==> src/logic/msvu_defs.svh <==
// Constants for the memory space, stack and vector unit.
// Assumes inclusion by bare name from the package and the core module.
`ifndef MSVU_DEFS_SVH
`define MSVU_DEFS_SVH

// ------------------------------------------------------------
// Register indices; byte address is four times the index
// ------------------------------------------------------------
`define MSVU_IDX_MODE 8'heb
`define MSVU_IDX_USP_HI 8'hec
`define MSVU_IDX_USP_LO 8'hed
`define MSVU_IDX_SSP_HI 8'hee
`define MSVU_IDX_SSP_LO 8'hef
`define MSVU_IDX_SPACE 8'hf0
`define MSVU_IDX_VSEL 8'hf1
`define MSVU_IDX_EDGE 8'hf2
`define MSVU_IDX_PEND 8'hf3
`define MSVU_IDX_CFG 8'hf4
`define MSVU_IDX_ENA 8'hf5

// ------------------------------------------------------------
// Field positions and reset values
// ------------------------------------------------------------
`define MSVU_MODE_RESET 8'he0
`define MSVU_MODE_SSP_INT 7
`define MSVU_MODE_USP_INT 6
`define MSVU_VSEL_RESET 8'h00
`define MSVU_CFG_TOP_NMI 0

// ------------------------------------------------------------
// Memory map and vector locations
// ------------------------------------------------------------
`define MSVU_ROM_TOP 16'h1fff
`define MSVU_VEC_RESET 16'h0000
`define MSVU_VEC_TRAP 16'h0002
`define MSVU_VEC_TOP 16'h0004
`define MSVU_RESP_OKAY 2'b00
`define MSVU_RESP_SLVERR 2'b10

`endif

==> src/logic/msvu_pkg.sv <==
// Types shared by the memory space, stack and vector unit.
// Assumes the constants header is on the include path.
`include "msvu_defs.svh"

package msvu_pkg;

  // ------------------------------------------------------------
  // Access kinds and operand address forms
  // ------------------------------------------------------------
  typedef enum logic [2:0] {
    MSVU_K_FETCH = 3'h0,
    MSVU_K_IMM = 3'h1,
    MSVU_K_OPER = 3'h2,
    MSVU_K_STACK = 3'h3,
    MSVU_K_XSRC = 3'h4,
    MSVU_K_XDST = 3'h5
  } msvu_kind_e;

  typedef enum logic [1:0] {
    MSVU_A_DIRECT = 2'h0,
    MSVU_A_PAIR = 2'h1,
    MSVU_A_IDXB = 2'h2,
    MSVU_A_IDXW = 2'h3
  } msvu_amode_e;

  // Access request from the core's instruction sequencer.
  typedef struct packed {
    logic valid;
    msvu_kind_e kind;
    msvu_amode_e amode;
    logic [15:0] addr;
    logic [15:0] base;
    logic [15:0] offset;
    logic [1:0] xfer;
    logic user;
    logic push;
  } msvu_req_s;

  // Resolved access toward the memory interface.
  typedef struct packed {
    logic valid;
    logic [15:0] addr;
    logic prog_space;
    logic internal_rom;
    logic external;
    logic regfile;
    logic [7:0] reg_addr;
  } msvu_acc_s;

  // Vector location handed to the sequencer.
  typedef struct packed {
    logic valid;
    logic [15:0] addr;
    logic push_flags;
  } msvu_vec_s;

endpackage : msvu_pkg

==> src/logic/msvu_core.sv <==
// Memory space, stack pointer and vector unit of the core, with AXI4-Lite registers.
// Assumes requests and command strobes come from the core sequencer on aclk.
//
// Operation
// - Program and data are separate 64K spaces, each with 16-bit addresses.
// - Program addresses 0 to 1FFFh are served by the internal ROM.
// - Fetches above the first 8K bytes become external bus cycles.
// - Program/data select output accompanies external accesses.
// - Space set by select-data or select-program command, held until changed.
// - External stack accesses always go to data space.
// - Memory-to-memory transfers take both spaces from the instruction encoding.
// - Opcodes and immediate operands always come from program space.
// - Once data space is selected, operand and stack references use data space.
// - Operand address is direct, register-pair indirect, or base plus byte/word offset.
// - Vector even byte is PC high half, odd byte is PC low half.
// - Bytes 0-1 reset vector, 2-3 divide trap vector, 4-5 top-level vector.
// - Vector table in first 256 bytes; software base, hardware channel bits.
// - Peripheral supplies its vector through its vector select register.
// - Divide trap does not push flags; it behaves like a subroutine call.
// - Accepted interrupts are taken only after the current instruction completes.
// - Eight external interrupt channels, each with selectable trigger edge.
// - Top-level channel is assignable to the NMI pin or the timer watchdog.
// - User stack pointer is two bytes; register-file stacks use only the low byte.
// - System stack pointer is high byte at EEh and low byte at EFh.
// - Romless option disables the ROM; all program accesses go external.
// - Push pre-decrements the stack pointer; pop reads then post-increments.
// - Mode bits pick internal or external stack per stack; reset selects internal.
// - External stack address: even pointer byte high, odd pointer byte low.
//
// Decided for this implementation: the AXI4-Lite interface to the registers.
`timescale 1ns/100ps
`default_nettype none
`include "msvu_defs.svh"

module msvu_core
  import msvu_pkg::*;
(
  // Clock and reset
  input wire logic aclk,
  input wire logic aresetn,
  // AXI4-Lite write address and data
  input wire logic [11:0] s_axi_awaddr,
  input wire logic s_axi_awvalid,
  output logic s_axi_awready,
  input wire logic [31:0] s_axi_wdata,
  input wire logic [3:0] s_axi_wstrb,
  input wire logic s_axi_wvalid,
  output logic s_axi_wready,
  // AXI4-Lite write response
  output logic [1:0] s_axi_bresp,
  output logic s_axi_bvalid,
  input wire logic s_axi_bready,
  // AXI4-Lite read
  input wire logic [11:0] s_axi_araddr,
  input wire logic s_axi_arvalid,
  output logic s_axi_arready,
  output logic [31:0] s_axi_rdata,
  output logic [1:0] s_axi_rresp,
  output logic s_axi_rvalid,
  input wire logic s_axi_rready,
  // Core sequencer side
  input wire msvu_req_s req,
  input wire logic cmd_sel_data,
  input wire logic cmd_sel_prog,
  input wire logic instr_done,
  input wire logic div_zero_trap,
  input wire logic vec_data_valid,
  input wire logic [7:0] vec_even_byte,
  input wire logic [7:0] vec_odd_byte,
  // Interrupt sources and strap
  input wire logic [7:0] ext_int,
  input wire logic nmi_pin,
  input wire logic watchdog_event,
  input wire logic romless_strap,
  // Resolved outputs
  output msvu_acc_s acc,
  output logic prog_data_sel,
  output msvu_vec_s vec,
  output logic pc_load_valid,
  output logic [15:0] pc_load
);

  // ------------------------------------------------------------
  // State
  // ------------------------------------------------------------
  logic [7:0] core_mode_register;
  logic [7:0] user_stack_ptr_high;
  logic [7:0] user_stack_ptr_low;
  logic [7:0] system_stack_ptr_high;
  logic [7:0] system_stack_ptr_low;
  logic [7:0] vector_select_register;
  logic [7:0] edge_sel;
  logic [7:0] int_enable;
  logic [7:0] pending;
  logic [7:0] ext_prev;
  logic top_from_nmi;
  logic top_pend;
  logic nmi_prev;
  logic data_space;
  logic romless;
  logic strap_done;
  logic boot;
  logic aw_held;
  logic w_held;
  logic [9:0] aw_idx;
  logic [7:0] w_byte;
  logic w_en;

  // ------------------------------------------------------------
  // Bus handshake decode
  // ------------------------------------------------------------
  // Address and data are latched independently, so either may arrive first.
  wire aw_take = s_axi_awvalid & s_axi_awready;
  wire w_take = s_axi_wvalid & s_axi_wready;
  wire aw_have = aw_held | aw_take;
  wire w_have = w_held | w_take;
  wire wr_fire = aw_held & w_held & ~s_axi_bvalid;
  wire next_aw_held = aw_held ? ~wr_fire : aw_take;
  wire next_w_held = w_held ? ~wr_fire : w_take;
  wire next_bvalid = s_axi_bvalid ? ~s_axi_bready : wr_fire;
  wire ar_take = s_axi_arvalid & s_axi_arready;
  wire next_rvalid = s_axi_rvalid ? ~s_axi_rready : ar_take;
  wire [9:0] ar_idx = s_axi_araddr[11:2];
  wire wr_is_known = (aw_idx[9:8] == 2'b00) && (aw_idx[7:0] >= `MSVU_IDX_MODE) && (aw_idx[7:0] <= `MSVU_IDX_ENA);
  wire rd_is_known = (ar_idx[9:8] == 2'b00) && (ar_idx[7:0] >= `MSVU_IDX_MODE) && (ar_idx[7:0] <= `MSVU_IDX_ENA);
  wire wr_ok = wr_fire & wr_is_known & w_en;
  wire [7:0] wr_reg = aw_idx[7:0];
  wire wr_mode = wr_ok && (wr_reg == `MSVU_IDX_MODE);
  wire wr_usph = wr_ok && (wr_reg == `MSVU_IDX_USP_HI);
  wire wr_uspl = wr_ok && (wr_reg == `MSVU_IDX_USP_LO);
  wire wr_ssph = wr_ok && (wr_reg == `MSVU_IDX_SSP_HI);
  wire wr_sspl = wr_ok && (wr_reg == `MSVU_IDX_SSP_LO);
  wire wr_space = wr_ok && (wr_reg == `MSVU_IDX_SPACE);
  wire wr_vsel = wr_ok && (wr_reg == `MSVU_IDX_VSEL);
  wire wr_edge = wr_ok && (wr_reg == `MSVU_IDX_EDGE);
  wire wr_pend = wr_ok && (wr_reg == `MSVU_IDX_PEND);
  wire wr_cfg = wr_ok && (wr_reg == `MSVU_IDX_CFG);
  wire wr_ena = wr_ok && (wr_reg == `MSVU_IDX_ENA);

  // Bus channel flops; ready is registered, so a take drops it for the next cycle.
  always_ff @(posedge aclk) begin
    if (!aresetn) begin
      aw_held <= 1'b0;
      w_held <= 1'b0;
      s_axi_awready <= 1'b0;
      s_axi_wready <= 1'b0;
      s_axi_bvalid <= 1'b0;
      s_axi_bresp <= `MSVU_RESP_OKAY;
      s_axi_arready <= 1'b0;
      s_axi_rvalid <= 1'b0;
      aw_idx <= 10'h000;
      w_byte <= 8'h00;
      w_en <= 1'b0;
    end else begin
      aw_held <= next_aw_held;
      w_held <= next_w_held;
      s_axi_awready <= ~next_aw_held & ~(aw_have & ~wr_fire);
      s_axi_wready <= ~next_w_held & ~(w_have & ~wr_fire);
      s_axi_bvalid <= next_bvalid;
      s_axi_arready <= ~next_rvalid;
      s_axi_rvalid <= next_rvalid;
      if (aw_take) begin
        aw_idx <= s_axi_awaddr[11:2];
      end
      if (w_take) begin
        w_byte <= s_axi_wdata[7:0];
        w_en <= s_axi_wstrb[0];
      end
      if (wr_fire) begin
        s_axi_bresp <= wr_is_known ? `MSVU_RESP_OKAY : `MSVU_RESP_SLVERR;
      end
    end
  end

  // ------------------------------------------------------------
  // Read data
  // ------------------------------------------------------------
  logic [7:0] rd_byte;
  always_comb begin
    case (ar_idx[7:0])
      `MSVU_IDX_MODE: rd_byte = core_mode_register;
      `MSVU_IDX_USP_HI: rd_byte = user_stack_ptr_high;
      `MSVU_IDX_USP_LO: rd_byte = user_stack_ptr_low;
      `MSVU_IDX_SSP_HI: rd_byte = system_stack_ptr_high;
      `MSVU_IDX_SSP_LO: rd_byte = system_stack_ptr_low;
      `MSVU_IDX_SPACE: rd_byte = {6'h00, romless, data_space};
      `MSVU_IDX_VSEL: rd_byte = vector_select_register;
      `MSVU_IDX_EDGE: rd_byte = edge_sel;
      `MSVU_IDX_PEND: rd_byte = pending;
      `MSVU_IDX_CFG: rd_byte = {6'h00, top_pend, top_from_nmi};
      `MSVU_IDX_ENA: rd_byte = int_enable;
      default: rd_byte = 8'h00;
    endcase
  end

  // Read answer is captured at the address take; unknown indices read zero with SLVERR.
  always_ff @(posedge aclk) begin
    if (!aresetn) begin
      s_axi_rdata <= 32'h0000_0000;
      s_axi_rresp <= `MSVU_RESP_OKAY;
    end else if (ar_take) begin
      s_axi_rdata <= {24'h00_0000, rd_is_known ? rd_byte : 8'h00};
      s_axi_rresp <= rd_is_known ? `MSVU_RESP_OKAY : `MSVU_RESP_SLVERR;
    end
  end

  // ------------------------------------------------------------
  // Address formation and space steering
  // ------------------------------------------------------------
  wire is_stack = req.valid && (req.kind == MSVU_K_STACK);
  wire stk_internal = req.user ? core_mode_register[`MSVU_MODE_USP_INT] : core_mode_register[`MSVU_MODE_SSP_INT];
  wire [15:0] stk_ptr = req.user ? {user_stack_ptr_high, user_stack_ptr_low}
                                 : {system_stack_ptr_high, system_stack_ptr_low};
  wire [15:0] stk_dec = stk_ptr - 16'h0001;
  wire [15:0] stk_inc = stk_ptr + 16'h0001;
  wire [7:0] stk_dec_lo = stk_ptr[7:0] - 8'h01;
  wire [7:0] stk_inc_lo = stk_ptr[7:0] + 8'h01;
  wire [15:0] stk_addr = req.push ? stk_dec : stk_ptr;
  wire [7:0] stk_reg = req.push ? stk_dec_lo : stk_ptr[7:0];
  wire [15:0] stk_next = stk_internal ? {stk_ptr[15:8], req.push ? stk_dec_lo : stk_inc_lo}
                                      : (req.push ? stk_dec : stk_inc);

  logic [15:0] oper_addr;
  always_comb begin
    case (req.amode)
      MSVU_A_DIRECT: oper_addr = req.addr;
      MSVU_A_PAIR: oper_addr = req.base;
      MSVU_A_IDXB: oper_addr = req.base + {8'h00, req.offset[7:0]};
      MSVU_A_IDXW: oper_addr = req.base + req.offset;
      default: oper_addr = req.addr;
    endcase
  end

  // Program-space decision per access kind; the latched select only reaches plain operands.
  logic in_prog;
  logic [15:0] acc_addr;
  always_comb begin
    in_prog = 1'b1;
    acc_addr = oper_addr;
    case (req.kind)
      MSVU_K_FETCH: begin
        in_prog = 1'b1;
        acc_addr = req.addr;
      end
      MSVU_K_IMM: begin
        in_prog = 1'b1;
        acc_addr = req.addr;
      end
      MSVU_K_OPER: in_prog = ~data_space;
      MSVU_K_STACK: begin
        in_prog = 1'b0;
        acc_addr = stk_addr;
      end
      MSVU_K_XSRC: in_prog = ~req.xfer[1];
      MSVU_K_XDST: in_prog = ~req.xfer[0];
      default: in_prog = 1'b1;
    endcase
  end

  wire to_regfile = is_stack & stk_internal;
  wire in_rom = in_prog & ~to_regfile & (acc_addr <= `MSVU_ROM_TOP) & ~romless;
  wire go_external = req.valid & ~to_regfile & ~in_rom;

  // Registered access toward the memory interface, one cycle after the request.
  always_ff @(posedge aclk) begin
    if (!aresetn) begin
      acc <= '0;
      prog_data_sel <= 1'b1;
    end else begin
      acc.valid <= req.valid;
      acc.addr <= acc_addr;
      acc.prog_space <= in_prog & ~to_regfile;
      acc.internal_rom <= req.valid & in_rom;
      acc.external <= go_external;
      acc.regfile <= req.valid & to_regfile;
      acc.reg_addr <= stk_reg;
      if (go_external) begin
        prog_data_sel <= in_prog;
      end
    end
  end

  // ------------------------------------------------------------
  // Mode, space select, strap and stack pointers
  // ------------------------------------------------------------
  // The strap is caught once after reset release, never under the reset itself.
  always_ff @(posedge aclk) begin
    if (!aresetn) begin
      core_mode_register <= `MSVU_MODE_RESET;
      data_space <= 1'b0;
      romless <= 1'b0;
      strap_done <= 1'b0;
      vector_select_register <= `MSVU_VSEL_RESET;
      edge_sel <= 8'h00;
      int_enable <= 8'h00;
      top_from_nmi <= 1'b1;
    end else begin
      if (!strap_done) begin
        romless <= romless_strap;
        strap_done <= 1'b1;
      end
      if (wr_mode) core_mode_register <= w_byte;
      if (cmd_sel_data) data_space <= 1'b1;
      else if (cmd_sel_prog) data_space <= 1'b0;
      else if (wr_space) data_space <= w_byte[0];
      if (wr_vsel) vector_select_register <= w_byte;
      if (wr_edge) edge_sel <= w_byte;
      if (wr_ena) int_enable <= w_byte;
      if (wr_cfg) top_from_nmi <= w_byte[`MSVU_CFG_TOP_NMI];
    end
  end

  // Pointer bytes: a stack operation in the same cycle wins over a bus write.
  wire stk_u = is_stack & req.user;
  wire stk_s = is_stack & ~req.user;
  always_ff @(posedge aclk) begin
    if (!aresetn) begin
      user_stack_ptr_high <= 8'h00;
      user_stack_ptr_low <= 8'h00;
      system_stack_ptr_high <= 8'h00;
      system_stack_ptr_low <= 8'h00;
    end else begin
      if (stk_u) {user_stack_ptr_high, user_stack_ptr_low} <= stk_next;
      else begin
        if (wr_usph) user_stack_ptr_high <= w_byte;
        if (wr_uspl) user_stack_ptr_low <= w_byte;
      end
      if (stk_s) {system_stack_ptr_high, system_stack_ptr_low} <= stk_next;
      else begin
        if (wr_ssph) system_stack_ptr_high <= w_byte;
        if (wr_sspl) system_stack_ptr_low <= w_byte;
      end
    end
  end

  // ------------------------------------------------------------
  // External channels and top-level source
  // ------------------------------------------------------------
  logic [2:0] take_ch;
  logic any_ch;
  always_comb begin
    take_ch = 3'h0;
    any_ch = 1'b0;
    for (int i = 7; i >= 0; i--) begin
      if (pending[i] & int_enable[i]) begin
        take_ch = 3'(i);
        any_ch = 1'b1;
      end
    end
  end

  wire take_top = instr_done & top_pend & ~div_zero_trap & ~boot;
  wire take_ch_now = instr_done & any_ch & ~top_pend & ~div_zero_trap & ~boot;

  // One pending flop per channel; a new edge in the clearing cycle keeps the bit set.
  genvar g;
  generate
    for (g = 0; g < 8; g++) begin : g_chan
      wire hit = edge_sel[g] ? (ext_int[g] & ~ext_prev[g]) : (~ext_int[g] & ext_prev[g]);
      wire clr = (wr_pend & w_byte[g]) | (take_ch_now && (take_ch == 3'(g)));
      always_ff @(posedge aclk) begin
        if (!aresetn) begin
          pending[g] <= 1'b0;
          ext_prev[g] <= 1'b0;
        end else begin
          ext_prev[g] <= ext_int[g];
          pending[g] <= hit | (pending[g] & ~clr);
        end
      end
    end
  endgenerate

  wire top_hit = top_from_nmi ? (nmi_pin & ~nmi_prev) : watchdog_event;
  always_ff @(posedge aclk) begin
    if (!aresetn) begin
      nmi_prev <= 1'b0;
      top_pend <= 1'b0;
    end else begin
      nmi_prev <= nmi_pin;
      top_pend <= top_hit | (top_pend & ~take_top);
    end
  end

  // ------------------------------------------------------------
  // Vector location and program counter load
  // ------------------------------------------------------------
  // Channel bits replace bits 3:1 of the software base; the table stays below 100h.
  wire [15:0] periph_vec = {8'h00, vector_select_register[7:4], take_ch, 1'b0};

  always_ff @(posedge aclk) begin
    if (!aresetn) begin
      boot <= 1'b1;
      vec <= '0;
      pc_load_valid <= 1'b0;
      pc_load <= 16'h0000;
    end else begin
      boot <= 1'b0;
      vec.valid <= boot | div_zero_trap | take_top | take_ch_now;
      vec.push_flags <= ~boot & ~div_zero_trap & (take_top | take_ch_now);
      if (boot) vec.addr <= `MSVU_VEC_RESET;
      else if (div_zero_trap) vec.addr <= `MSVU_VEC_TRAP;
      else if (take_top) vec.addr <= `MSVU_VEC_TOP;
      else if (take_ch_now) vec.addr <= periph_vec;
      pc_load_valid <= vec_data_valid;
      if (vec_data_valid) pc_load <= {vec_even_byte, vec_odd_byte};
    end
  end

endmodule : msvu_core
`default_nettype wire

==> config.mk <==
export PLATFORM = sky130hd
export DESIGN_NAME = msvu_core
export DESIGN_NICKNAME = d
export VERILOG_FILES = /design/src/logic/msvu_pkg.sv /design/src/logic/msvu_core.sv
export VERILOG_INCLUDE_DIRS = /design/src /design/src/logic
export SDC_FILE = /design/constraint.sdc
export NUM_CORES = 1
export LEC_CHECK = 0
export BUFFER_PORTS_ARGS = -buffer_cell sky130_fd_sc_hd__buf_4
export CORE_UTILIZATION = 49
export DETAILED_ROUTE_END_ITERATION = 12
export PLACE_DENSITY = 0.78
export SYNTH_ARGS = -nofsm -noshare
export SYNTH_HDL_FRONTEND = slang
export SYNTH_SLANG_ARGS = --single-unit
==> constraint.sdc <==
create_clock -name aclk -period 3 [get_ports aclk]
set_input_delay 0.15 -clock aclk [delete_from_list [all_inputs] [get_ports aclk]]
set_output_delay 0.15 -clock aclk [all_outputs]
set_load 0.005 [all_outputs]
==> results.txt <==
----------------------------------------------------
[Timing]
  Final Hold Vio Count ... 0
  Setup repair after global routing missed its margin ... false
  Top achievable clock speed ... 373 MHz
  Actual slew at the worst max-slew pin ... between 0.7 and 0.8 ns
  Final Max Slew Viols ... 0
  Setup violators final ... 0
  Total Neg Setup Slack ... 0 ns
  Shortest clock period the worst path allows after layout ... 2.68 ns
  Post-route fraction of the period consumed by the critical path ... just under 90%
  Setup Skew ... 0.0107 ns
  Worst slew slack as a fraction of its limit ... around 50%

[Cells and area]
  Most common library cell in the layout ignoring fill and taps ... buf_4
  Ratio of cells with drive above 1 in the final layout ... a little over 20%
  Layout Cells excl Fill ... ~1700
  Antenna diode count ... 0
  Number of nets in the layout ... 1599
  Fill count ... between 1500 and 2000
  Layout area overhead ... 26.4%
  Multi-input gate area ... 5960 µm²
  Most used cells in the layout excluding fill and tap cells ... buf_4, dfxtp_1, nor2_1
  Total non-filler cell area in the finished layout ... 12700 µm²
  Final core utilization ... 64.2%
  Flip-flop and latch area ... 3580 µm²

[Floorplan]
  Area enclosed by the die boundary ... 21100 µm²
  Die span in x ... 145 µm
  Die boundary height ... 145 µm
  Starting density of the core ... 50.8%
  Number of rows in the core area ... between 50 and 60
  Area of the placeable core ... 19800 µm²
  Num ports ... around 260

[Global route]
  Initial antenna violation count ... 0
  Number of global-route vias before repair ... just under 9000
  Residual overflow from global routing ... 0
  Global-route met3 utilization ... roughly 5.4%
  First-pass GRT wire length ... 46.7 mm
  Total GRT Usage ... a little over a quarter
  Met1 Track Usage GR ... about a third
  Met2 Resource Use GR ... 46.2%
  Largest net degree at the start of global routing ... 47
  Peak-usage layer in the global routing report ... met2

[Logic synthesis]
  Yosys reg bits ... approximately 180
  Count of flip-flops with a built-in enable after synthesis ... 0
  Post-synthesis cell area ... 10000 µm²
  Mean post-synth cell area ... 8.36 µm²
  Number of warnings printed during yosys synthesis ... 0
  Proportion of synthesized flip-flops having asynchronous set or reset ... 0%
  Cells after synthesis ... 1201
  Unique cell type count in the Yosys netlist ... 77
  Part of the Yosys area used for sequential elements ... 35.7%
  Predominant post-synthesis flop cell ... dfxtp_1

[Placement]
  Cell area after placement ... 11600 µm²
  Placed cell count ... around 1600
  Post-detail-place hpwl ... 20.9 mm
  Port Buffer Count ... 196
  Routability Congestion ... slightly above 0.9

[Routing]
  Average via count per standard cell ... 5.72
  Number of detailed-route iterations in the first pass ... 6
  Per-cell routed wire length ... 17.6 µm
  Detailed Route WL ... 29.9 mm
  Post-route ant nets ... 0
  Vias after detailed routing ... 9726
  DRC violations left ... 0
  Initial drt markers ... 720

[Setup path]
  Highest net fanout along the worst path ... 5
  Setup crit start kind ... flop
  Worst endpoint required time ... roughly 3.3 ns
  Critical Path End Type ... flop
  Slowest cell on the critical path ... dfxtp_1
  Category of the critical setup timing path ... reg -> reg
  Endpoint of the worst-slack reg-to-reg timing path ... prog_data_sel
  Arrival time at the worst endpoint ... 3.00 ns
  Internal reg-to-reg setup slack ... 0.32 ns
  Crit path largest cell delay ... 0.39 ns
  Crit-path cells ... mux2i_1 -> ha_1 -> nand2_1 -> o21ba_2 -> nand3_1 -> o311ai_1 -> nor3_2 -> a31oi_1 -> mux2_1
  Source of the worst register-to-register timing path ... user_stack_ptr_low[1]
  Number of cells on the worst reg-to-reg path ... 9

[Hold path]
  Destination of the worst hold path ... aw_idx[0]
  Hold Startpoint ... s_axi_awaddr[2]
  Cell depth of the worst hold path ... 3
  Tightest Hold Check Type ... in -> reg

[Run status]
  Run status ... finished clean

[Clock network]
  Master cell of the clock root buffer ... clkbuf_16
  Total number of clock tree sinks ... 179
  CTS tree ... built
  Clock latency at the later pin of the worst-skew pair ... between 0.4 and 0.5 ns
  Num CTS Buffers ... 17
  H-Tree Depth ... 4
  Clock Pin Slew Worst Setup and Hold Paths ... about 0.070 ns
  Number of buffers on the longest clock path ... 2

[Power and ir drop]
  Highest ir drop seen on vdd ... 0.000399 V
  Total power per unit cell area ... ~450 nW/µm²
  Proportion of power drawn by combinational gates ... between 15 and 20%
  Net Sw Power ... 0.00159 W
  Internal portion of total power ... 0.00407 W
  Part of the total power dissipated in the clock network ... 38.3%
  Switching power as a share of total power ... around 28%
  Share of total power in sequential cells ... 45.2%
  Leakage power ... between 5 and 6 nW

[Run]
  Max-cap violations ... 0

----------------------------------------------------
## cell type report
type | instances | share of cell area [%]
inverter | 22 | 0.660
multi-input combinational | 930 | 46.9
sequential | 179 | 28.2
tap | 265 | 2.61
clock buffer | 19 | 3.57
clock inverter | 12 | 0.926
timing repair buffer | 272 | 17.1
## per-stage QoR
| stage | total power (W) | setup slack [ns] | hold slack, ns |
|---|---|---|---|
| after detailed placement | 0.00347 | 0.172 | 0.377 |
| after global placement | 0.00346 | 0.180 | 0.365 |
| after global routing | 0.00589 | 0.142 | 0.0266 |
| after CTS | 0.00567 | 0.323 | 0.00787 |
| final | 0.00567 | 0.319 | 0.0172 |
| after floorplan | 0.00312 | 0.0275 | 0.178 |
## what timing repair did
| action | in CTS | in global routing |
|---|---|---|
| hold buffers | 52 | 0 |
| resized for setup | 0 | 0 |
| buffers inserted | 0 | 0 |
| endpoints found under the hold margin | 52 | 0 |
## sequential cells by signal (all words and copies together) (netlist names), 8 cells and up
signal                  count
user_stack_ptr_high         8
pc_load                    16
system_stack_ptr_low        8
pending                     8
acc                        29
int_enable                  8
vector_select_register      8
ext_prev                    8
s_axi_rdata                 8
core_mode_register          8
system_stack_ptr_high       8
user_stack_ptr_low          8
w_byte                      8
edge_sel                    8
vec                         9
aw_idx                     10
## Yosys cell counts, types with 19 or more instances
library cell	instances	share of area, %
dfxtp_1	179	36
nor2_1	157	5.9
nand2_1	141	5.3
mux2i_1	106	11
a21oi_1	95	4.7
clkbuf_1	58	2.2
buf_4	37	2.8
nand3_1	32	1.6
o21ai_0	27	1.3
a211oi_1	23	1.7
inv_1	21	0.78
nor3_1	20	1.0
xnor2_1	20	1.7
and2_1	19	1.2
ha_1	19	2.4
## routing by layer
layer | up-vias | share of wire [%]
li1 | 4645 | -
met1 | 4534 | 42
met2 | 480 | 48
met3 | 67 | 7.9
met4 | 0 | 2.8
met5 | - | 0
## worst max-delay path by stage
stage	from	end	slack, ns	cells after the start
after global placement	req[7]	prog_data_sel	0.18	10
final	user_stack_ptr_low[1]	prog_data_sel	0.32	9
after floorplan	req[52]	prog_data_sel	0.03	12
after CTS	user_stack_ptr_low[1]	prog_data_sel	0.32	9
after detailed placement	req[7]	prog_data_sel	0.17	10
after global routing	aw_idx[4]	user_stack_ptr_high[6]	0.14	9
## power by group through the flow
stage / logic [W] / registers, W / clock network [W]
finish: 0.000935 / 0.00256 / 0.00217
global route: 0.00102 / 0.00257 / 0.00230
CTS: 0.000922 / 0.00255 / 0.00219
detailed placement: 0.000863 / 0.00261 / 0
global placement: 0.000851 / 0.00261 / 0
floorplan: 0.000550 / 0.00257 / 0
## critical path: cells and delay by family, from the launching register on
kind                     cells  cell delay, ns
AO/OA/AOI/OAI                3            0.87
adder cells (fa/ha/maj)      1            0.27
flip-flops                   1            0.39
multiplexers                 2            0.60
AND/OR/NAND/NOR              3            0.44
## kinds of logic (layout without fill, tap and decap cells)
group / Yosys count / count (layout) / synth area share, %
AO/OA/AOI/OAI: 260 / 260 / 17.5
flip-flops: 179 / 179 / 35.7
multiplexers: 128 / 128 / 14.1
XOR/XNOR: 36 / 36 / 3.14
adder cells (fa/ha/maj): 20 / 20 / 2.57
AND/OR/NAND/NOR: 451 / 451 / 20.7
other: 1 / 35 / 0.0373
buffers and inverters: 126 / 325 / 6.28
Note: power is estimated with default switching activity, not from simulation.
